File: src/verilog/backplane_defs.svh
`ifndef BACKPLANE_DEFS_SVH
`define BACKPLANE_DEFS_SVH

// clock periods, in ns
`define CORE_CLK_PERIOD_NS  8
`define BP_CLK_PERIOD_NS    100

// half period of the self-made backplane clock, rounded down
`define BP_HALF_CYCLES      ((`BP_CLK_PERIOD_NS / 2) / `CORE_CLK_PERIOD_NS)

// backplane clock falls with the bus held before the first data bit
`define ACQUIRE_BCLKS       3'h2

// core cycles with all lines released after a transmission
`define HOLDOFF_CYCLES      3'h4

// core cycles after reset release before the mode strap is taken
`define STRAP_SETTLE        2'h3

// mode strap level after reset, before it is sampled (pull-up side)
`define STRAP_RESET_LEVEL   1'h1

// positions of the pins in the synchroniser vector
`define PIN_CLK             0
`define PIN_GRANT           1
`define PIN_DATA            2
`define PIN_CFS             3
`define PIN_COL             4
`define PIN_MODE            5
`define PIN_COUNT           6

`endif

File: src/verilog/backplane_pkg.sv
package backplane_pkg;

	// one bit of a packet with its end mark
	typedef struct packed {
		logic last;
		logic bit_val;
	} bp_word_s;

	// levels seen on the shared backplane lines
	typedef struct packed {
		logic backplane_collision_line;
		logic collision_flag_sense;
		logic backplane_data_line;
		logic backplane_bus_grant_n;
		logic backplane_clock_line;
	} bp_lines_s;

	// port state machine
	typedef enum logic [2:0] {
		ST_IDLE    = 3'b000,
		ST_ACQUIRE = 3'b001,
		ST_SEND    = 3'b010,
		ST_RECEIVE = 3'b011,
		ST_HOLDOFF = 3'b100
	} bp_state_e;

endpackage

File: src/verilog/bp_fifo.sv
`timescale 1ns/10ps

module bp_fifo #(
	parameter int WIDTH = 2,
	parameter int DEPTH = 4
) (
	// clock and reset
	input  wire logic             clk,
	input  wire logic             arst_n,
	// filling side
	input  wire logic             in_valid,
	output logic                  in_ready,
	input  wire logic [WIDTH-1:0] in_data,
	// draining side
	output logic                  out_valid,
	input  wire logic             out_ready,
	output logic      [WIDTH-1:0] out_data
);

	localparam int AW = (DEPTH > 1) ? $clog2(DEPTH) : 1;

	logic [WIDTH-1:0] mem_r [DEPTH];
	logic [AW-1:0]    wr_ptr_r;
	logic [AW-1:0]    rd_ptr_r;
	logic [AW:0]      count_r;
	logic             push;
	logic             pop;

	// honest full and empty from the word count
	assign in_ready  = (count_r != (AW+1)'(DEPTH)); // full at DEPTH words
	assign out_valid = (count_r != '0);
	assign out_data  = mem_r[rd_ptr_r];
	assign push      = in_valid & in_ready;
	assign pop       = out_valid & out_ready;

	// storage
	always_ff @(posedge clk) begin
		if (push) begin
			mem_r[wr_ptr_r] <= in_data;
		end
	end

	// pointers and count
	always_ff @(posedge clk or negedge arst_n) begin
		if (!arst_n) begin
			wr_ptr_r <= '0;
			rd_ptr_r <= '0;
			count_r  <= '0;
		end else begin
			if (push) begin
				wr_ptr_r <= (wr_ptr_r == AW'(DEPTH - 1)) ? '0 : wr_ptr_r + 1'b1;
			end
			if (pop) begin
				rd_ptr_r <= (rd_ptr_r == AW'(DEPTH - 1)) ? '0 : rd_ptr_r + 1'b1;
			end
			if (push && !pop) begin
				count_r <= count_r + 1'b1;
			end else if (pop && !push) begin
				count_r <= count_r - 1'b1;
			end
		end
	end

endmodule

File: src/verilog/backplane_port.sv
// Summary of operation
// - data on the backplane is timed by a backplane clock of about 10 MHz.
// - in asynchronous mode the clock line carries a clock only while someone sends and is released otherwise.
// - in asynchronous mode the port that holds the bus puts its own clock on the clock line.
// - a port that is not sending follows the sender's clock until the bus is given up.
// - a high or floating mode strap selects asynchronous mode and a low strap selects synchronous mode.
// - the port pulls the bus grant line before sending and also watches that line as an input.
// - packet data goes out and comes in one bit at a time on the single shared data line.
// - the driver enable output is held low for the whole transmission.
// - every port joins collision signalling on the collision line; only the sending port pulls the flag sense line, the others watch it.
// - the mode strap is sampled once, a few core cycles after reset is released.
// - the sender puts retimed data on the backplane so all repeaters rebroadcast it together.
`timescale 1ns/10ps
`include "backplane_defs.svh"

module backplane_port #(
	parameter int FIFO_DEPTH = 4,
	parameter int HALF_CYCLES = `BP_HALF_CYCLES
) (
	// clock and reset
	input  wire logic                   clk,
	input  wire logic                   arst_n,
	// core transmit stream
	input  wire logic                   tx_valid,
	output logic                        tx_ready,
	input  wire backplane_pkg::bp_word_s tx_word,
	// core receive stream
	output logic                        rx_valid,
	output logic                        rx_bit,
	output logic                        rx_end,
	output logic                        rx_active,
	// core collision and status
	input  wire logic                   local_collision,
	output logic                        bp_collision,
	output logic                        flag_seen,
	output logic                        tx_collide,
	output logic                        async_mode,
	// mode strap pin
	input  wire logic                   mode_select,
	// backplane lines, open drain
	input  wire backplane_pkg::bp_lines_s bp_in,
	output backplane_pkg::bp_lines_s    bp_out,
	output backplane_pkg::bp_lines_s    bp_oe,
	// external buffer enable
	output logic                        external_driver_enable_n
);

	localparam int DW = $bits(backplane_pkg::bp_word_s);

	backplane_pkg::bp_state_e state_r;
	backplane_pkg::bp_state_e state_nxt;
	backplane_pkg::bp_word_s  fifo_word;

	logic [`PIN_COUNT-1:0] pin_raw;
	logic [`PIN_COUNT-1:0] meta_r;
	logic [`PIN_COUNT-1:0] sync_r;
	logic                  lclk_d_r;
	logic                  lclk_rise;
	logic                  lclk_fall;
	logic [1:0]            strap_cnt_r;
	logic                  strap_done_r;
	logic                  async_mode_r;
	logic [3:0]            div_cnt_r;
	logic                  own_clk_r;
	logic                  own_rise_r;
	logic                  own_fall_r;
	logic                  sending;
	logic                  tx_rise;
	logic                  tx_fall;
	logic                  fifo_valid;
	logic                  fifo_pop;
	logic [2:0]            acq_cnt_r;
	logic [2:0]            hold_cnt_r;
	logic                  bit_r;
	logic                  last_sent_r;
	logic                  collide_r;
	logic                  rx_valid_r;
	logic                  rx_bit_r;
	logic                  rx_end_r;
	logic                  bp_col_r;
	logic                  flag_r;
	logic                  drv_en_n_r;
	logic                  other_owner;

	// transmit buffer between the core and the line
	bp_fifo #(
		.WIDTH (DW),
		.DEPTH (FIFO_DEPTH)
	) u_tx_fifo (
		.clk       (clk),
		.arst_n    (arst_n),
		.in_valid  (tx_valid),
		.in_ready  (tx_ready),
		.in_data   (tx_word),
		.out_valid (fifo_valid),
		.out_ready (fifo_pop),
		.out_data  (fifo_word)
	);

	// every pin crosses two flip-flops before use
	assign pin_raw = {mode_select,
	                  bp_in.backplane_collision_line,
	                  bp_in.collision_flag_sense,
	                  bp_in.backplane_data_line,
	                  bp_in.backplane_bus_grant_n,
	                  bp_in.backplane_clock_line};

	genvar gi;
	generate
		for (gi = 0; gi < `PIN_COUNT; gi++) begin : g_sync
			always_ff @(posedge clk or negedge arst_n) begin
				if (!arst_n) begin
					meta_r[gi] <= 1'b1;
					sync_r[gi] <= 1'b1;
				end else begin
					meta_r[gi] <= pin_raw[gi];
					sync_r[gi] <= meta_r[gi];
				end
			end
		end
	endgenerate

	// edges of the backplane clock as seen on the line
	always_ff @(posedge clk or negedge arst_n) begin
		if (!arst_n) begin
			lclk_d_r <= 1'b1;
		end else begin
			lclk_d_r <= sync_r[`PIN_CLK];
		end
	end

	assign lclk_rise = sync_r[`PIN_CLK] & ~lclk_d_r;
	assign lclk_fall = ~sync_r[`PIN_CLK] & lclk_d_r;

	// mode strap taken once, shortly after reset release
	always_ff @(posedge clk or negedge arst_n) begin
		if (!arst_n) begin
			strap_cnt_r  <= 2'h0;
			strap_done_r <= 1'b0;
			async_mode_r <= `STRAP_RESET_LEVEL;
		end else if (!strap_done_r) begin
			if (strap_cnt_r == `STRAP_SETTLE) begin
				strap_done_r <= 1'b1;
				async_mode_r <= sync_r[`PIN_MODE];
			end else begin
				strap_cnt_r <= strap_cnt_r + 2'h1;
			end
		end
	end

	assign sending = (state_r == backplane_pkg::ST_ACQUIRE) || (state_r == backplane_pkg::ST_SEND);

	// own backplane clock, runs only while this port holds the bus in async mode
	always_ff @(posedge clk or negedge arst_n) begin
		if (!arst_n) begin
			div_cnt_r  <= 4'h0;
			own_clk_r  <= 1'b1;
			own_rise_r <= 1'b0;
			own_fall_r <= 1'b0;
		end else if (sending && async_mode_r) begin
			own_rise_r <= 1'b0;
			own_fall_r <= 1'b0;
			if (div_cnt_r == 4'(HALF_CYCLES - 1)) begin
				div_cnt_r  <= 4'h0;
				own_clk_r  <= ~own_clk_r;
				own_rise_r <= ~own_clk_r;
				own_fall_r <= own_clk_r;
			end else begin
				div_cnt_r <= div_cnt_r + 4'h1;
			end
		end else begin
			div_cnt_r  <= 4'h0;
			own_clk_r  <= 1'b1;
			own_rise_r <= 1'b0;
			own_fall_r <= 1'b0;
		end
	end

	// sync mode times the send from the line clock, async from the own clock
	assign tx_rise = async_mode_r ? own_rise_r : lclk_rise;
	assign tx_fall = async_mode_r ? own_fall_r : lclk_fall;

	// grant low while this port is not driving means another sender
	assign other_owner = ~sync_r[`PIN_GRANT] & ~sending;

	// pop one word per bit slot once the bus is held
	assign fifo_pop = (state_r == backplane_pkg::ST_SEND) && tx_fall && !last_sent_r && fifo_valid;

	// next state
	always_comb begin
		state_nxt = state_r;
		case (state_r)
			backplane_pkg::ST_IDLE: begin
				if (other_owner) begin
					state_nxt = backplane_pkg::ST_RECEIVE;
				end else if (fifo_valid && strap_done_r) begin
					state_nxt = backplane_pkg::ST_ACQUIRE;
				end
			end
			backplane_pkg::ST_ACQUIRE: begin
				if (tx_fall && acq_cnt_r == `ACQUIRE_BCLKS - 3'h1) begin
					state_nxt = backplane_pkg::ST_SEND;
				end
			end
			backplane_pkg::ST_SEND: begin
				if (tx_fall && (last_sent_r || !fifo_valid)) begin
					state_nxt = backplane_pkg::ST_HOLDOFF;
				end
			end
			backplane_pkg::ST_RECEIVE: begin
				if (sync_r[`PIN_GRANT]) begin
					state_nxt = backplane_pkg::ST_IDLE;
				end
			end
			backplane_pkg::ST_HOLDOFF: begin
				if (hold_cnt_r == `HOLDOFF_CYCLES - 3'h1) begin
					state_nxt = backplane_pkg::ST_IDLE;
				end
			end
			default: begin
				state_nxt = backplane_pkg::ST_IDLE;
			end
		endcase
	end

	// state register
	always_ff @(posedge clk or negedge arst_n) begin
		if (!arst_n) begin
			state_r <= backplane_pkg::ST_IDLE;
		end else begin
			state_r <= state_nxt;
		end
	end

	// acquire and holdoff counters
	always_ff @(posedge clk or negedge arst_n) begin
		if (!arst_n) begin
			acq_cnt_r  <= 3'h0;
			hold_cnt_r <= 3'h0;
		end else begin
			if (state_r != backplane_pkg::ST_ACQUIRE) begin
				acq_cnt_r <= 3'h0;
			end else if (tx_fall) begin
				acq_cnt_r <= acq_cnt_r + 3'h1;
			end
			if (state_r != backplane_pkg::ST_HOLDOFF) begin
				hold_cnt_r <= 3'h0;
			end else begin
				hold_cnt_r <= hold_cnt_r + 3'h1;
			end
		end
	end

	// transmit bit, changed on the falling clock so receivers sample mid bit
	always_ff @(posedge clk or negedge arst_n) begin
		if (!arst_n) begin
			bit_r       <= 1'b1;
			last_sent_r <= 1'b0;
		end else if (state_r != backplane_pkg::ST_SEND) begin
			bit_r       <= 1'b1;
			last_sent_r <= 1'b0;
		end else if (fifo_pop) begin
			bit_r       <= fifo_word.bit_val;
			last_sent_r <= fifo_word.last;
		end
	end

	// another driver seen: line low while this port released it
	always_ff @(posedge clk or negedge arst_n) begin
		if (!arst_n) begin
			collide_r <= 1'b0;
		end else if (state_r == backplane_pkg::ST_SEND && tx_rise && bit_r && !sync_r[`PIN_DATA]) begin
			collide_r <= 1'b1;
		end else if (state_r == backplane_pkg::ST_IDLE) begin
			collide_r <= 1'b0;
		end
	end

	// receive path follows the sender's clock
	always_ff @(posedge clk or negedge arst_n) begin
		if (!arst_n) begin
			rx_valid_r <= 1'b0;
			rx_bit_r   <= 1'b0;
			rx_end_r   <= 1'b0;
		end else begin
			rx_valid_r <= (state_r == backplane_pkg::ST_RECEIVE) && lclk_rise && !sync_r[`PIN_GRANT];
			rx_end_r   <= (state_r == backplane_pkg::ST_RECEIVE) && sync_r[`PIN_GRANT];
			if ((state_r == backplane_pkg::ST_RECEIVE) && lclk_rise) begin
				rx_bit_r <= sync_r[`PIN_DATA];
			end
		end
	end

	// collision status and external buffer enable
	always_ff @(posedge clk or negedge arst_n) begin
		if (!arst_n) begin
			bp_col_r   <= 1'b0;
			flag_r     <= 1'b0;
			drv_en_n_r <= 1'b1;
		end else begin
			bp_col_r   <= ~sync_r[`PIN_COL];
			flag_r     <= ~sync_r[`PIN_CFS];
			drv_en_n_r <= ~(state_nxt == backplane_pkg::ST_ACQUIRE || state_nxt == backplane_pkg::ST_SEND);
		end
	end

	// core side outputs
	assign rx_valid      = rx_valid_r;
	assign rx_bit        = rx_bit_r;
	assign rx_end        = rx_end_r;
	assign rx_active     = (state_r == backplane_pkg::ST_RECEIVE);
	assign bp_collision  = bp_col_r;
	assign flag_seen     = flag_r;
	assign tx_collide    = collide_r;
	assign async_mode    = async_mode_r;
	assign external_driver_enable_n = drv_en_n_r;

	// shared lines are only ever pulled low
	assign bp_out = '0;

	// output enables of the open-drain lines
	assign bp_oe.backplane_clock_line     = sending & async_mode_r & ~own_clk_r;
	assign bp_oe.backplane_bus_grant_n    = sending;
	assign bp_oe.backplane_data_line      = (state_r == backplane_pkg::ST_SEND) & ~bit_r;
	assign bp_oe.collision_flag_sense     = sending;
	assign bp_oe.backplane_collision_line = (sending & collide_r) | local_collision;

endmodule

File: config.mk
export PLATFORM = sky130hd
export DESIGN_NAME = backplane_port
export DESIGN_NICKNAME = d
export VERILOG_FILES = /design/src/verilog/backplane_pkg.sv /design/src/verilog/bp_fifo.sv /design/src/verilog/backplane_port.sv
export VERILOG_INCLUDE_DIRS = /design/src /design/src/verilog
export SDC_FILE = /design/constraint.sdc
export NUM_CORES = 1
export LEC_CHECK = 0
export BUFFER_PORTS_ARGS = -buffer_cell sky130_fd_sc_hd__buf_4
export CAP_MARGIN = 10
export CORE_ASPECT_RATIO = 0.7
export CORE_MARGIN = 4
export CORE_UTILIZATION = 55
export DETAILED_ROUTE_END_ITERATION = 16
export GPL_TIMING_DRIVEN = 0
export HOLD_SLACK_MARGIN = 0.06
export PLACE_DENSITY_LB_ADDON = 0.15
export SKIP_CTS_REPAIR_TIMING = 1
export SYNTH_ARGS = -nofsm -noshare
export SYNTH_HDL_FRONTEND = slang
export SYNTH_HIERARCHICAL = 1
export SYNTH_SLANG_ARGS = --single-unit
File: constraint.sdc
create_clock -name clk -period 6.5 [get_ports clk]
set_input_delay 0.325 -clock clk [delete_from_list [all_inputs] [get_ports clk]]
set_output_delay 0.325 -clock clk [all_outputs]
set_load 0.02 [all_outputs]
==> results.json <==
{
  "ant_nets": 0,
  "grt_remaining_overflow": 0,
  "ys_async_sr_fraction_pct": 86.0,
  "via_per_instance_ratio": 5.22,
  "n_antenna_cell": 0,
  "detail_route.iter0.violations": 85,
  "die_area_mm2": 0.00577,
  "start_util_pct": 57.5,
  "fmaxAchievable_mhz": 406,
  "groute.usage.overall_pct": 16.8,
  "initial_antenna_violation_count": 0,
  "floorplan.die.width_um": 89.1,
  "setup_viol_count_final": 0,
  "ys.warnings.count": 6,
  "route.detailed.drc": 0,
  "cellLeakagePower_nw": 1.37,
  "clock_sinks": 57,
  "cts_h_tree_depth": 3,
  "worst-slew-pin-transition_ps": 586,
  "timing_max_transition_violations_final": 0,
  "core_mm2": 0.00440,
  "fraction_of_the_cycle_the_final_worst_path_needs_pct": 37.9,
  "clk_transition_reported_paths_ps": 60,
  "num-nets-final": 264,
  "gp_routability_congestion": 0.845,
  "synth.ff_latch_count": 57,
  "first_global_vias": 1529,
  "postSynthCellCount": 196,
  "post_synth.cell_area_avg_um2": 12.9,
  "reg2reg_setup_slack_ps": 4030,
  "wire_per_inst_um": 14.3,
  "clkLatencyLatePin_ps": 330,
  "layout_fillers": 317,
  "drive_gt1_share_pct": 38.3,
  "port_buffers": 26,
  "cp_max_fo": 10,
  "rows": 20,
  "syn_to_final_growth_pct": 20.1,
  "timing.critical_path.arrival_ps": 2680,
  "reg2reg_to": "u_tx_fifo/count_r[1]",
  "final-hold-violation-count": 0,
  "netlist_top_cells_area": "dfrtp_1 32%, dfstp_2 18%, edfxtp_1 9.5%, ha_1 6.4%, nor2_1 3.0%",
  "max-slew-margin-rel_pct": 60.9,
  "setup_repair_after_global_routing_missed_its_margin": "no",
  "via_count": 1556,
  "vdd_drop_max_v": 0.000324,
  "fin_skew_ps": 7.17,
  "final_period_minus_worst_setup_slack_ps": 2470,
  "maximum_number_of_pins_on_one_net_before_global_route_repair": 50,
  "io_pins": 32,
  "pwr_density_cell_mw_per_mm2": 405,
  "max_cap_viol_count": 0,
  "synth_top_area_share_pct": 31.6,
  "finalWirelength_mm": 4.25,
  "detailedRoute.firstPassIterationCount": 5,
  "hp-class": "input pin to flip-flop",
  "synth_flop_cell": "dfrtp_1",
  "timing.hold.worst_path_depth": 1,
  "synth_cell_type_count": 51,
  "clockRootBuffer": "clkbuf_8",
  "cts_max_path_buffers": 2,
  "yosysSeqAreaShare_pct": 58.7,
  "synth.cell_area_mm2": 0.00253,
  "grt_pass1_wl_mm": 7.09,
  "cts_made_buffers": 9,
  "die_height_um": 64.8,
  "critical_hold_path_startpoint": "bp_in[3]",
  "synth_edf_count": 8,
  "dp_hpwl_mm": 3.12,
  "hold_path_end": "meta_r[3]",
  "status": "finished clean",
  "report.power.total_w": 0.00123,
  "timing.critical_path.to_type": "flip-flop",
  "setup.worst_path.class": "flip-flop to flip-flop",
  "worst-r2r-cell-count": 9,
  "tritoncts": "yes",
  "synth_top_cell_by_area": "dfrtp_1",
  "start_kind": "flip-flop",
  "reg2reg_from": "state_r[0]",
  "setup_tns_ps": 0,
  "crit_required_ps": 6720
}
worst max-delay path, stage by stage, from the launching register on:
cell,delay (ps)
dfrtp_1,410
buf_4,180
nor2_1,130
nand2_1,180
nor3_1,360
nand2_4,100
ha_1,230
inv_1,70
fa_1,400
mux2_2,280
kinds of logic after synthesis:
kind of cell / share of synthesized area, %
other: 0.148
buffers and inverters: 4.69
XOR/XNOR: 2.07
AND/OR/NAND/NOR: 14.7
multiplexers: 6.22
flip-flops: 58.7
adder cells (fa/ha/maj): 7.21
AO/OA/AOI/OAI: 6.22
report_power, final:
group          leakage, nW  internal (W)  switching (W)
Combinational        0.606      0.000189       0.000199
Clock                0.113      0.000225       0.000133
Sequential           0.655      0.000434      0.0000536
state kept, by name (all words and copies together), names as in the netlist, 3 cells and up:
name / flops
div_cnt_r: 4
u_tx_fifo/mem_r: 8
meta_r: 6
acq_cnt_r: 3
u_tx_fifo/count_r: 3
state_r: 3
sync_r: 6
hold_cnt_r: 3
stage by stage:
step | utilization [%] | hold WS [ps] | worst slack, ps | cell area (µm²) | instances
6_report | 69.1 | 96.9 | 4030 | 3040 | 298
2_1_floorplan | - | 29.4 | 4280 | 2550 | 200
3_5_place_dp | 63.9 | 348 | 4070 | 2810 | 281
3_3_place_gp | 63.9 | 346 | 4130 | 2810 | 281
5_1_grt | 69.1 | 68.8 | 3930 | 3040 | 298
4_1_cts | 68.9 | 3.67 | 4040 | 3030 | 297
cells in the mapped netlist, types with 3 or more instances:
master	count
a21oi_1	5
and2_1	5
buf_4	9
dfrtp_1	32
dfstp_2	17
edfxtp_1	8
ha_1	13
inv_1	11
mux2_2	6
mux2_4	3
nand2_1	6
nor2_1	20
nor3_1	6
nor3b_1	3
xor2_1	4
worst max-delay path by stage:
stage | from | to | slack [ps] | cells past startpoint
floorplan | lclk_d_r | u_tx_fifo/count_r[1] | 4280 | 8
global placement | state_r[0] | u_tx_fifo/count_r[1] | 4130 | 9
detailed placement | state_r[0] | u_tx_fifo/count_r[1] | 4070 | 9
CTS | state_r[0] | u_tx_fifo/count_r[1] | 4040 | 9
global route | state_r[0] | u_tx_fifo/count_r[1] | 3930 | 9
finish | state_r[0] | u_tx_fifo/count_r[1] | 4030 | 9
layout by cell type (no fill, tap or decap), types with 2 or more instances in the layout:
master	n
buf_4	35
dfrtp_1	32
nor2_1	20
dfstp_2	17
ha_1	13
inv_1	11
clkbuf_8	10
edfxtp_1	8
nand2_1	6
nor3_1	6
mux2_2	6
a21oi_1	5
and2_1	5
conb_1	5
xor2_1	4
nor3b_1	3
mux2_4	3
buf_2	2
and3_1	2
o22ai_1	2
nand2b_1	2
nand3_1	2
nor4bb_1	2
nand3b_2	2
o21ai_0	2
a211oi_1	2
a21o_1	2
xnor2_1	2
clkinv_2	2
bufinv_16	2
mux4_2	2
per-layer routing:
layer  vias up  routed length, µm  GRT usage, %
met5         -                  0             0
met4         0                 44          5.20
met3         4                331          9.28
met2        46               2080          25.6
met1       761               1800          20.4
li1        745                  -             -
layout make-up:
| type | count | area (µm²) | area share, % |
|---|---|---|---|
| inverters | 11 | 41.3 | 1.36 |
| clock inverters | 5 | 78.8 | 2.59 |
| repair buffers | 27 | 205 | 6.74 |
| plain buffers | 11 | 77.6 | 2.55 |
| multi-input cells | 121 | 942 | 31.0 |
| flip-flops and latches | 57 | 1490 | 48.9 |
| well taps | 55 | 68.8 | 2.26 |
| clock buffers | 11 | 141 | 4.65 |
No activity file was read; power rests on OpenSTA's default activity.
